--- src/include/tcu_pkg.sv ---
// Package of constants and types for the timer capture/compare unit
`default_nettype none
package tcu_pkg;
  // ************************************************************
  // Register byte offsets
  // ************************************************************
  localparam logic [11:0] OFS_MODE    = 12'h120;
  localparam logic [11:0] OFS_AB_IO   = 12'h124;
  localparam logic [11:0] OFS_CD_IO   = 12'h128;
  localparam logic [11:0] OFS_CTRL1   = 12'h12c;
  localparam logic [11:0] OFS_OUT_EN  = 12'h130;
  localparam logic [11:0] OFS_COUNTER = 12'h134;
  localparam logic [11:0] OFS_GEN_A   = 12'h138;
  localparam logic [11:0] OFS_GEN_D   = 12'h144;
  localparam logic [11:0] OFS_STATUS  = 12'h148;
  // ************************************************************
  // Reset values and read-as-one mask
  // ************************************************************
  localparam logic [7:0] RST_IO     = 8'h88;
  localparam logic [7:0] RST_MODE   = 8'h00;
  localparam logic [7:0] RST_CTRL1  = 8'h00;
  localparam logic [7:0] RST_OUT_EN = 8'h0f;
  localparam logic [7:0] IO_ONES    = 8'h88;
  // ************************************************************
  // Field positions
  // ************************************************************
  localparam int MODE_RUN    = 0;
  localparam int MODE_BUF_C  = 1;
  localparam int MODE_BUF_D  = 2;
  localparam int MODE_FILTER = 3;
  localparam int CTRL1_CLR   = 7;
  localparam int OUT_EN_CUT  = 7;
  localparam int STAT_OVF    = 4;
  localparam int CTRL1_SRC_LO = 4;
  // ************************************************************
  // Count source codes
  // ************************************************************
  typedef enum logic [2:0] {
    SRC_DIV1 = 3'b000, SRC_DIV2 = 3'b001, SRC_DIV4 = 3'b010,
    SRC_DIV8 = 3'b011, SRC_DIV32 = 3'b100, SRC_EXT = 3'b101,
    SRC_FAST = 3'b110, SRC_NONE = 3'b111
  } tcu_src_t;
  // Per channel nibble of an I/O control register
  typedef struct packed {
    logic       srcPin;
    logic       capture;
    logic [1:0] action;
  } tcu_chcfg_t;
  // External inputs that cross into the clock domain
  typedef struct packed {
    logic       cutoffPin_n;
    logic       slowOsc;
    logic       fastOsc;
    logic       extCount;
    logic [3:0] chanIn;
  } tcu_async_t;
endpackage
`default_nettype wire

--- src/verilog/tcu_timer.sv ---
// Timer capture/compare unit with APB register access
`timescale 1ns/1ps
`default_nettype none
// Notes on behaviour
// RULE_01: Counter increments on selected count source
// RULE_02: Capture edge copies counter into channel register
// RULE_03: Capture mode counter spans full 16 bits
// RULE_04: Run bit starts, clear stops, value kept
// RULE_05: Capture events and overflow raise requests
// RULE_06: Channel A edge: rise, fall, both
// RULE_07: Channels B and D same edge coding
// RULE_08: Function bit: one capture, zero compare
// RULE_09: Channel A source: slow oscillator or pin
// RULE_10: Software matches buffer channel function bits
// RULE_11: Buffered capture moves old value first
// RULE_12: Compare match drives pin to level
// RULE_13: Channel A action: off, low, high, toggle
// RULE_14: Channel B action uses same coding
// RULE_15: Clear bit resets counter on A match
// RULE_16: Compare matches and overflow raise requests
// RULE_17: Stopped compare holds pins and count
// RULE_18: Initial level driven until first match
// RULE_19: Counter readable and writable any time
// RULE_20: Each pin individually general or timer
// RULE_21: Internal timer works with outputs off
// RULE_22: Unassigned control bit seven reads one
// RULE_23: Cutoff low sets all output disable bits
// RULE_24: Filter accepts after three equal samples
// RULE_25: Overflow wraps to zero and continues
module tcu_timer #(
  parameter int CW = 16
) (
  input  wire logic               core_clk,
  input  wire logic               reset_n,
  input  wire logic               psel,
  input  wire logic               penable,
  input  wire logic               pwrite,
  input  wire logic [11:0]        paddr,
  input  wire logic [31:0]        pwdata,
  output logic                    pready,
  output logic [31:0]             prdata,
  output logic                    pslverr,
  input  wire tcu_pkg::tcu_async_t asyncIn,
  output logic [3:0]              chanOut,
  output logic [3:0]              chanOe,
  output logic [4:0]              eventPulse
);
  // ************************************************************
  // Registers and nets
  // ************************************************************
  logic [7:0]          mode_reg, abIo_reg, cdIo_reg, ctrl1_reg, outEn_reg;
  logic [4:0]          status_reg;
  logic [CW-1:0]       count_reg;
  logic [CW-1:0]       gen_reg [4];
  logic [3:0]          level_reg;
  logic [4:0]          divCnt_reg;
  logic [7:0]          stable;
  logic [3:0]          chanLvl, rise, fall;
  logic [1:0]          oscPrev_reg;
  logic [3:0]          chanPrev_reg;
  logic                extPrev_reg, runPrev_reg;
  tcu_pkg::tcu_chcfg_t cfg [4];
  logic [3:0]          isBuf, capEv, cmpEv;
  logic                tick, ovf, clrA, apbWr, apbRd, hit;
  logic [31:0]         rdMux;
  logic [2:0]          src;

  // Channel fields out of the two I/O control registers
  assign cfg[0] = tcu_pkg::tcu_chcfg_t'(abIo_reg[3:0]);
  assign cfg[1] = tcu_pkg::tcu_chcfg_t'(abIo_reg[7:4]);
  assign cfg[2] = tcu_pkg::tcu_chcfg_t'(cdIo_reg[3:0]);
  assign cfg[3] = tcu_pkg::tcu_chcfg_t'(cdIo_reg[7:4]);
  assign isBuf  = {mode_reg[tcu_pkg::MODE_BUF_D], mode_reg[tcu_pkg::MODE_BUF_C], 2'b00};

  // ************************************************************
  // Input synchronisers and digital filter
  // ************************************************************
  genvar gi;
  generate
    for (gi = 0; gi < 8; gi++)
    begin : g_in
      logic s1, s2, s3, stab;
      logic [2:0] hist;
      // Three flops; a change counts once the last two agree
      always_ff @(posedge core_clk)
      begin
        if (!reset_n)
        begin
          s1 <= 1'b1;
          s2 <= 1'b1;
          s3 <= 1'b1;
          stab <= 1'b1;
        end
        else
        begin
          s1 <= asyncIn[gi];
          s2 <= s1;
          s3 <= s2;
          if (s2 == s3)
            stab <= s3;
        end
      end
      // Three equal samples before a channel level is taken
      always_ff @(posedge core_clk)
      begin
        if (!reset_n)
          hist <= 3'b111;
        else
          hist <= {hist[1:0], stab};
      end
      if (gi < 4)
      begin : g_chan
        assign stable[gi] = !mode_reg[tcu_pkg::MODE_FILTER] ? stab :
                            (hist == 3'b111) ? 1'b1 :
                            (hist == 3'b000) ? 1'b0 : chanLvl[gi]; // [RULE_24]
      end
      else
      begin : g_misc
        assign stable[gi] = stab;
      end
    end
  endgenerate

  // Filtered channel level holds between decisions
  always_ff @(posedge core_clk)
  begin
    if (!reset_n)
      chanLvl <= 4'hf;
    else
      chanLvl <= stable[3:0];
  end

  // Previous samples for edge detection
  always_ff @(posedge core_clk)
  begin
    if (!reset_n)
    begin
      chanPrev_reg <= 4'hf;
      oscPrev_reg  <= 2'b11;
      extPrev_reg  <= 1'b1;
      runPrev_reg  <= 1'b0;
    end
    else
    begin
      chanPrev_reg <= chanLvl;
      oscPrev_reg  <= stable[6:5];
      extPrev_reg  <= stable[4];
      runPrev_reg  <= mode_reg[tcu_pkg::MODE_RUN];
    end
  end

  // ************************************************************
  // Count source and counter
  // ************************************************************
  // Free running prescaler for the divided system clock
  always_ff @(posedge core_clk)
  begin
    if (!reset_n)
      divCnt_reg <= 5'h00;
    else
      divCnt_reg <= divCnt_reg + 5'h01;
  end

  assign src = ctrl1_reg[tcu_pkg::CTRL1_SRC_LO +: 3];
  // One-cycle count enable from the selected source
  always_comb
  begin
    case (tcu_pkg::tcu_src_t'(src)) // [RULE_01]
      tcu_pkg::SRC_DIV1:  tick = 1'b1;
      tcu_pkg::SRC_DIV2:  tick = divCnt_reg[0];
      tcu_pkg::SRC_DIV4:  tick = &divCnt_reg[1:0];
      tcu_pkg::SRC_DIV8:  tick = &divCnt_reg[2:0];
      tcu_pkg::SRC_DIV32: tick = &divCnt_reg;
      tcu_pkg::SRC_EXT:   tick = stable[4] & !extPrev_reg;
      tcu_pkg::SRC_FAST:  tick = stable[5] & !oscPrev_reg[0];
      default:            tick = 1'b0;
    endcase
  end

  assign apbWr = psel & penable & pready & pwrite;
  assign apbRd = psel & penable & !pready & !pwrite;
  assign ovf   = mode_reg[tcu_pkg::MODE_RUN] & tick & (&count_reg);
  assign clrA  = cmpEv[0] & ctrl1_reg[tcu_pkg::CTRL1_CLR];

  // Counter: software write, A-match clear, else increment
  always_ff @(posedge core_clk)
  begin
    if (!reset_n)
      count_reg <= '0;
    else if (apbWr && paddr == tcu_pkg::OFS_COUNTER)
      count_reg <= pwdata[CW-1:0]; // [RULE_19]
    else if (clrA)
      count_reg <= '0; // [RULE_15]
    else if (mode_reg[tcu_pkg::MODE_RUN] && tick)
      count_reg <= count_reg + 1'b1; // [RULE_01] [RULE_03] [RULE_25]
  end

  // ************************************************************
  // Capture and compare events per channel
  // ************************************************************
  generate
    for (gi = 0; gi < 4; gi++)
    begin : g_ev
      logic edgeIn, rs, fl;
      // Channel A may take the slow oscillator instead of its pin
      assign rs = (gi == 0 && !cfg[0].srcPin) ? (stable[6] & !oscPrev_reg[1])
                                               : (chanLvl[gi] & !chanPrev_reg[gi]); // [RULE_09]
      assign fl = (gi == 0 && !cfg[0].srcPin) ? (!stable[6] & oscPrev_reg[1])
                                               : (!chanLvl[gi] & chanPrev_reg[gi]);
      assign rise[gi] = rs;
      assign fall[gi] = fl;
      // Edge code: 00 rising, 01 falling, 10 both
      assign edgeIn = (cfg[gi].action == 2'b00) ? rs :
                      (cfg[gi].action == 2'b01) ? fl :
                      (cfg[gi].action == 2'b10) ? (rs | fl) : 1'b0; // [RULE_06] [RULE_07]
      assign capEv[gi] = cfg[gi].capture & edgeIn & !isBuf[gi]; // [RULE_08] [RULE_02]
      assign cmpEv[gi] = !cfg[gi].capture & !isBuf[gi] & mode_reg[tcu_pkg::MODE_RUN] & tick
                         & (count_reg == gen_reg[gi]); // [RULE_12] [RULE_21]
    end
  endgenerate

  // General registers: software write, capture, buffer transfer
  always_ff @(posedge core_clk)
  begin
    if (!reset_n)
    begin
      for (int i = 0; i < 4; i++)
        gen_reg[i] <= '1;
    end
    else
    begin
      for (int i = 0; i < 4; i++)
      begin
        if (apbWr && paddr == tcu_pkg::OFS_GEN_A + 12'(4 * i))
          gen_reg[i] <= pwdata[CW-1:0];
      end
      for (int i = 0; i < 2; i++)
      begin
        if (capEv[i])
        begin
          gen_reg[i] <= count_reg; // [RULE_02]
          if (isBuf[i + 2])
            gen_reg[i + 2] <= gen_reg[i]; // [RULE_11]
        end
        else if (cmpEv[i] && isBuf[i + 2])
          gen_reg[i] <= gen_reg[i + 2];
      end
      for (int i = 2; i < 4; i++)
      begin
        if (capEv[i])
          gen_reg[i] <= count_reg;
      end
    end
  end

  // ************************************************************
  // Compare outputs
  // ************************************************************
  // Level: initial on start or control write, action on match
  always_ff @(posedge core_clk)
  begin
    if (!reset_n)
      level_reg <= 4'h0;
    else
    begin
      for (int i = 0; i < 4; i++)
      begin
        if ((mode_reg[tcu_pkg::MODE_RUN] && !runPrev_reg) ||
            (apbWr && paddr == tcu_pkg::OFS_CTRL1))
          level_reg[i] <= (apbWr && paddr == tcu_pkg::OFS_CTRL1) ? pwdata[i] : ctrl1_reg[i]; // [RULE_18]
        else if (cmpEv[i])
        begin
          case (cfg[i].action) // [RULE_13] [RULE_14]
            2'b01:   level_reg[i] <= 1'b0;
            2'b10:   level_reg[i] <= 1'b1;
            2'b11:   level_reg[i] <= !level_reg[i];
            default: level_reg[i] <= level_reg[i];
          endcase
        end
      end
    end
  end

  // Pins driven from flops; enable only for active compare outputs
  always_ff @(posedge core_clk)
  begin
    if (!reset_n)
    begin
      chanOut <= 4'h0;
      chanOe  <= 4'h0;
    end
    else
    begin
      chanOut <= level_reg; // [RULE_17]
      for (int i = 0; i < 4; i++)
        chanOe[i] <= !cfg[i].capture & (cfg[i].action != 2'b00) & !isBuf[i]
                     & !outEn_reg[i]; // [RULE_20] [RULE_13]
    end
  end

  // Event pulses and sticky status; set wins over clear
  always_ff @(posedge core_clk)
  begin
    if (!reset_n)
    begin
      eventPulse <= 5'h00;
      status_reg <= 5'h00;
    end
    else
    begin
      eventPulse <= {ovf, capEv | cmpEv}; // [RULE_05] [RULE_16]
      status_reg <= (status_reg & ~((apbWr && paddr == tcu_pkg::OFS_STATUS) ? pwdata[4:0] : 5'h00))
                    | {ovf, capEv | cmpEv};
    end
  end

  // ************************************************************
  // Control registers over APB
  // ************************************************************
  always_ff @(posedge core_clk)
  begin
    if (!reset_n)
    begin
      mode_reg  <= tcu_pkg::RST_MODE;
      abIo_reg  <= tcu_pkg::RST_IO;
      cdIo_reg  <= tcu_pkg::RST_IO;
      ctrl1_reg <= tcu_pkg::RST_CTRL1;
    end
    else if (apbWr)
    begin
      case (paddr)
        tcu_pkg::OFS_MODE:  mode_reg  <= pwdata[7:0]; // [RULE_04]
        tcu_pkg::OFS_AB_IO: abIo_reg  <= pwdata[7:0];
        tcu_pkg::OFS_CD_IO: cdIo_reg  <= pwdata[7:0];
        tcu_pkg::OFS_CTRL1: ctrl1_reg <= pwdata[7:0];
        default:            mode_reg  <= mode_reg;
      endcase
    end
  end

  // Output disable bits; cutoff sets all four and wins
  always_ff @(posedge core_clk)
  begin
    if (!reset_n)
      outEn_reg <= tcu_pkg::RST_OUT_EN;
    else
    begin
      if (apbWr && paddr == tcu_pkg::OFS_OUT_EN)
        outEn_reg <= pwdata[7:0];
      if (outEn_reg[tcu_pkg::OUT_EN_CUT] && !stable[7])
        outEn_reg[3:0] <= 4'hf; // [RULE_23]
    end
  end

  // Read multiplexer and decode
  always_comb
  begin
    hit   = 1'b1;
    rdMux = 32'h0000_0000;
    case (paddr)
      tcu_pkg::OFS_MODE:    rdMux[7:0] = mode_reg;
      tcu_pkg::OFS_AB_IO:   rdMux[7:0] = abIo_reg | 8'h80; // [RULE_22]
      tcu_pkg::OFS_CD_IO:   rdMux[7:0] = cdIo_reg | tcu_pkg::IO_ONES; // [RULE_22]
      tcu_pkg::OFS_CTRL1:   rdMux[7:0] = ctrl1_reg;
      tcu_pkg::OFS_OUT_EN:  rdMux[7:0] = outEn_reg;
      tcu_pkg::OFS_COUNTER: rdMux[CW-1:0] = count_reg; // [RULE_19]
      tcu_pkg::OFS_STATUS:  rdMux[4:0] = status_reg;
      default:
      begin
        hit = 1'b0;
        for (int i = 0; i < 4; i++)
        begin
          if (paddr == tcu_pkg::OFS_GEN_A + 12'(4 * i))
          begin
            hit = 1'b1;
            rdMux[CW-1:0] = gen_reg[i];
          end
        end
      end
    endcase
  end

  // One wait state: ready in the second access cycle
  always_ff @(posedge core_clk)
  begin
    if (!reset_n)
    begin
      pready  <= 1'b0;
      prdata  <= 32'h0000_0000;
      pslverr <= 1'b0;
    end
    else
    begin
      pready  <= psel & penable & !pready;
      pslverr <= psel & penable & !pready & !hit;
      if (apbRd)
        prdata <= hit ? rdMux : 32'h0000_0000;
    end
  end
endmodule
`default_nettype wire
--- config.mk ---
export PLATFORM = sky130hd
export DESIGN_NAME = tcu_timer
export DESIGN_NICKNAME = d
export VERILOG_FILES = /design/src/include/tcu_pkg.sv /design/src/verilog/tcu_timer.sv
export SDC_FILE = /design/constraint.sdc
export NUM_CORES = 1
export LEC_CHECK = 0
export ABC_AREA = 1
export BUFFER_PORTS_ARGS = -buffer_cell sky130_fd_sc_hd__buf_4
export CORE_MARGIN = 3
export CORE_UTILIZATION = 61
export CTS_CLUSTER_DIAMETER = 200
export DETAILED_ROUTE_END_ITERATION = 7
export PLACE_DENSITY = 0.81
export SETUP_SLACK_MARGIN = 0.05
export SYNTH_ARGS = -nofsm -noshare
export SYNTH_HDL_FRONTEND = slang
export SYNTH_SLANG_ARGS = --single-unit
--- constraint.sdc ---
create_clock -name core_clk -period 3.65 [get_ports core_clk]
set_input_delay 0.5475 -clock core_clk [delete_from_list [all_inputs] [get_ports core_clk]]
set_output_delay 0.5475 -clock core_clk [all_outputs]
set_load 0.01 [all_outputs]
**Word level (Yosys, flattened, before mapping)**

Memories as Yosys holds them, arrays and structs flattened.
Cells that the tools add are included.

- Register bits after elaboration: 171
- Latch bits: 0
- RAM bits: 64
- Bits in read-only memories: 0
- Output and inout bits: 47
- Logic and storage cells: 382
- Memories: 1

Memories:

| memory | words | bits a word | read ports | clocked after Yosys merged registers in | wr ports | RTL line | text |
|---|---|---|---|---|---|---|---|
| gen_reg | 4 | 16 | 4 | 0 | 4 | tcu_timer.sv:54 | `logic [CW-1:0] gen_reg [4];` |

- $add $sub $neg: 2
- Multiply operators: 0
- Divide/modulo/power cells: 0
- Order comparisons: 0
- Eq/ne operators: 49
- Shift operators: 0
- Multiplexer cells: 113
- Bitwise logic cells: 72
- Reductions and logical operators: 82

Operators by type and width:

| cell | number |
|---|---|
| 16-bit two-way mux | 20 |
| 12-bit by 9-bit equality test with 1-bit output, second input constant | 11 |
| 1-bit two-way mux | 84 |
| 16-bit equality test | 4 |
| 1-bit bitwise AND | 51 |
| 5-bit one-hot mux with 7 select lines | 1 |
| 1-bit zero test | 31 |
| 3-bit equality test, second input constant | 7 |
| 3-bit one-hot mux with 7 select lines | 1 |
| 2-bit AND reduction | 9 |
| 16-bit by 1-bit adder with 16-bit output, second input constant | 1 |
| 2-bit equality test, second input constant | 8 |
| 1-bit OR | 16 |
| 8-bit one-hot mux with 2 select lines | 1 |
| 16-bit AND reduction | 1 |
| 2-bit nonzero test | 8 |
| 4-bit nonzero test | 4 |
| 3-bit zero test | 5 |
| 1-bit logical AND | 13 |
| 3-bit by 1-bit inequality test with 1-bit output, second input constant | 4 |
| 1-bit one-hot mux with 3 select lines | 4 |
| 1-bit equality test | 8 |
| 2-bit by 1-bit equality test with 1-bit output, second input constant | 4 |
| 2-bit zero test | 4 |
| 17 further kinds | 18 |

**Logic depth before layout (Yosys ltp)**

- Depth after elaboration: 13
- Mapped depth: 17
- Depth with buffers taken out: 15

**Least setup slack after synthesis**

OpenSTA, ideal clock, no wires.

- Path kind: reg2reg
- Start point: reg chanLvl[1]
- End point: mem gen_reg[1][0] (netlist: gen_reg[0][16]) (enable)
- Setup time: 451 ps
- Data arrival time: 2230 ps
- Required time: 3199 ps
- Path slack: 969 ps
- Stages on the path, launching flop included: 10
- Buffers on the path: 2
- Period minus slack after synthesis: 2681 ps
- Cell sequence: dfxtp_1 inv_1 ha_1 o31ai_1 and2_1 buf_2 nor2_1 nand4_2 clkbuf_1 nand4_1

RTL lines:

| item | RTL line | text |
|---|---|---|
| from (decl) | tcu_timer.sv:58 | `logic [3:0] chanLvl, rise, fall;` |
| from (signal assigned) | tcu_timer.sv:130 | `chanLvl <= stable[3:0];` |
| to (decl) | tcu_timer.sv:54 |  |

==> reports/metrics.cfg <==
[placed_design]
port_buffers=71
gp_congestion=1.04
placed_cell_area_mm2=0.0134
dpl_worst_slack_ps=744
dp_hpwl_um=32100

[sta]
drv_slew=0
timing.fmax_ghz=0.348
hold_ws_ps=174
finalHoldViolations=0
max-slew-margin-rel_pct=37.7
finClkSkew_ps=45.3
setup_tns_ps=0
finalSetupViolCount=0
tightest_slew_ps=923
period_share_pct=78.8
fin_crit_ps=2870
fin_ws_ps=775
rsz0062_at_grt=false

[cells_and_area]
largest_reg_flops=64
drive_above_1_share_pct=12.9
layout.nets=1932
fin_area_mm2=0.0143
syn_to_final_growth_pct=12.7

[hold_path]
hp-class=primary input to register
min_from=asyncIn[6]

[clock_network]
postCtsResizedCells=0
hold_buffers=0
h-tree-depth=1
cts_setup_buffers=0
cts.sinks=218
root_buffer=clkbuf_16
cts-buffers-inserted=24
cts_buffer_depth=3
clk_pin_slew_worst_paths_ps=70
tritoncts=yes
clk_latency_ps=560

[synth]
syn_area_per_cell_um2=7.04
ys_warn_count=0
yosysTopAreaCellShare_pct=24.3
synth_cells=1798
synth_area_mm2=0.0127
yosys.area.top_type=dfxtp_1
synth_seq_area_share_pct=39.5
async_flop_share_pct=0
synthDistinctLibCells=50
synthFlopType=dfxtp_1
synth_edf_count=64
ys_seq_elements=218
yosys-top-cells-area=dfxtp_1, edfxtp_1, nand2_1, nand3_1, inv_1

[status]
status=complete, but fails checks
violations=design-rule violations

[routing]
drc=2
drt_pre_antenna_iters=8
wl_per_cell_um=20.6
num_vias=13003
first_iter_violations=2037
vias_per_cell=6.07
drtAntennaViolNets=0
drt_wl_total_um=44200

[global_route]
grt_max_degree=71
overflow=0
grt_pass1_vias=11712
antenna_found_initial=0
grt.total_usage_pct=38.4
grt_pass1_wl_um=66200

[job]
drv_cap=0

[setup_path]
rr_startpoint=count_reg[14]
startpoint=count_reg[14]
cp_common_cell=nand2_1
crit_slowest_cell=dfxtp_1
endpoint_kind=register
required_ps=3850
path_max_fanout=18
cp-start-kind=register
critPathKind=register to register
crit_arrival_ps=3080
cpPeakStageDelay_ps=670
path_cells=inv_2 -> nand2_1 -> and2_1 -> nand2_1 -> nor2_1 -> nand2_1 -> nor2_2 -> nand4_4 -> nand2_1 -> buf_4

[power_and_ir_drop]
p_leak_nw=6.34
vdd_ir_drop_max_mv=0.467
pwr_density_cell_mw_per_mm2=375

[floorplanning]
die_h_um=150
io_pins=104
core_mm2=0.0203
initial_core_util_pct=62.4
std_cell_rows=52
die_area_mm2=0.0225
fp.dieW_um=150

## cell type report
class / instances / area, µm²
Antenna cell: 2 / 5.00
Clock buffer: 34 / 763
Clock inverter: 10 / 113
Fill cell: 1683 / 6020
Inverter: 194 / 728
Multi-Input combinational cell: 1301 / 6460
Sequential cell: 218 / 5000
Tap cell: 270 / 338
Timing Repair Buffer: 114 / 868
## synthesized netlist by cell type, types with 2 or more instances
| library cell | instances |
|---|---|
| a21oi_1 | 71 |
| a22oi_1 | 4 |
| a31oi_1 | 10 |
| and2_1 | 3 |
| and3_1 | 2 |
| buf_1 | 7 |
| buf_2 | 27 |
| buf_4 | 30 |
| clkbuf_1 | 35 |
| clkinv_1 | 4 |
| dfxtp_1 | 154 |
| edfxtp_1 | 64 |
| ha_1 | 22 |
| inv_1 | 174 |
| inv_2 | 16 |
| nand2_1 | 442 |
| nand2_2 | 2 |
| nand3_1 | 210 |
| nand3_2 | 3 |
| nand3_4 | 2 |
| nand3b_1 | 2 |
| nand4_1 | 42 |
| nor2_1 | 174 |
| nor2_2 | 10 |
| nor2_4 | 6 |
| nor3_1 | 35 |
| nor3_2 | 2 |
| nor3_4 | 3 |
| nor3b_1 | 2 |
| nor4_1 | 7 |
| o2111ai_1 | 4 |
| o211ai_1 | 19 |
| o21ai_0 | 96 |
| o21ai_1 | 5 |
| o22ai_1 | 24 |
| o31ai_1 | 2 |
| or2_2 | 35 |
| xnor2_1 | 9 |
| xor2_1 | 28 |
## where the power goes
part	internal [W]	switching, W
clock	0.00155	0.00110
sequential	0.00250	0.00000865
combinational	0.0000564	0.000144
total	0.00411	0.00125
## worst paths after layout
kind | endpoint | slack [ps] | cells after the start
hold / removal | g_in[6].s1 | 170 | 2
setup / recovery | gen_reg[0][10] | 780 | 10
hold reg to reg | g_in[1].s2 | 410 | 1
setup reg to reg | gen_reg[0][10] | 780 | 10
## cells in the final DEF (no fill, tap or decap), types with 3 or more instances in the layout
master / n
clkinv_1: 3
a31oi_1: 10
o211ai_1: 19
xnor2_1: 9
inv_4: 3
clkbuf_8: 4
nand2_1: 442
nor2_4: 6
a22oi_1: 4
and2_1: 3
xor2_1: 28
nor2_1: 174
or2_2: 35
nor3_1: 35
conb_1: 16
nand3_2: 3
nor3_4: 3
inv_2: 17
buf_4: 113
nand4_1: 42
clkbuf_16: 28
o21ai_1: 5
dfxtp_1: 154
o22ai_1: 24
nor4_1: 7
a21oi_1: 71
inv_1: 174
o21ai_0: 96
nor2_2: 10
edfxtp_1: 64
o2111ai_1: 4
nand3_1: 210
ha_1: 22
## per-stage QoR
| stage | util [%] | instances | total power, W |
|---|---|---|---|
| global placement | 66.0 | 2097 | 0.00275 |
| detailed placement | 66.0 | 2097 | 0.00275 |
| CTS | 70.3 | 2141 | 0.00534 |
| finish | 70.3 | 2143 | 0.00536 |
| global route | 70.3 | 2141 | 0.00545 |
| floorplan | - | 1813 | 0.00267 |
## cells by family (layout without fill, tap and decap cells)
kind of cell | count (synthesis) | after routing | share of synthesized area [%]
xor gates and xnor gates | 37 | 37 | 2.56
AOI/OAI and AO/OA | 240 | 240 | 10.6
DFF | 218 | 218 | 39.5
buffers and inverters | 294 | 352 | 9.93
other | 1 | 18 | 0.0296
adders and majority gates | 22 | 22 | 2.17
and+or+nand+nor | 986 | 986 | 35.2
## worst max-delay path, delay by kind of cell, from the launching register on
family                 cells  cell delay, ps
buffers and inverters      2             560
DFF                        1             670
and+or+nand+nor            8            1260
## layer usage
layer	vias up	routed length [µm]	global-route usage (%)
li1	6013	-	-
met1	5950	17200	54.7
met2	913	18200	54.7
met3	127	7240	13.2
met4	0	1590	12.3
met5	-	0	0
Power figures use the tool's default switching activity.
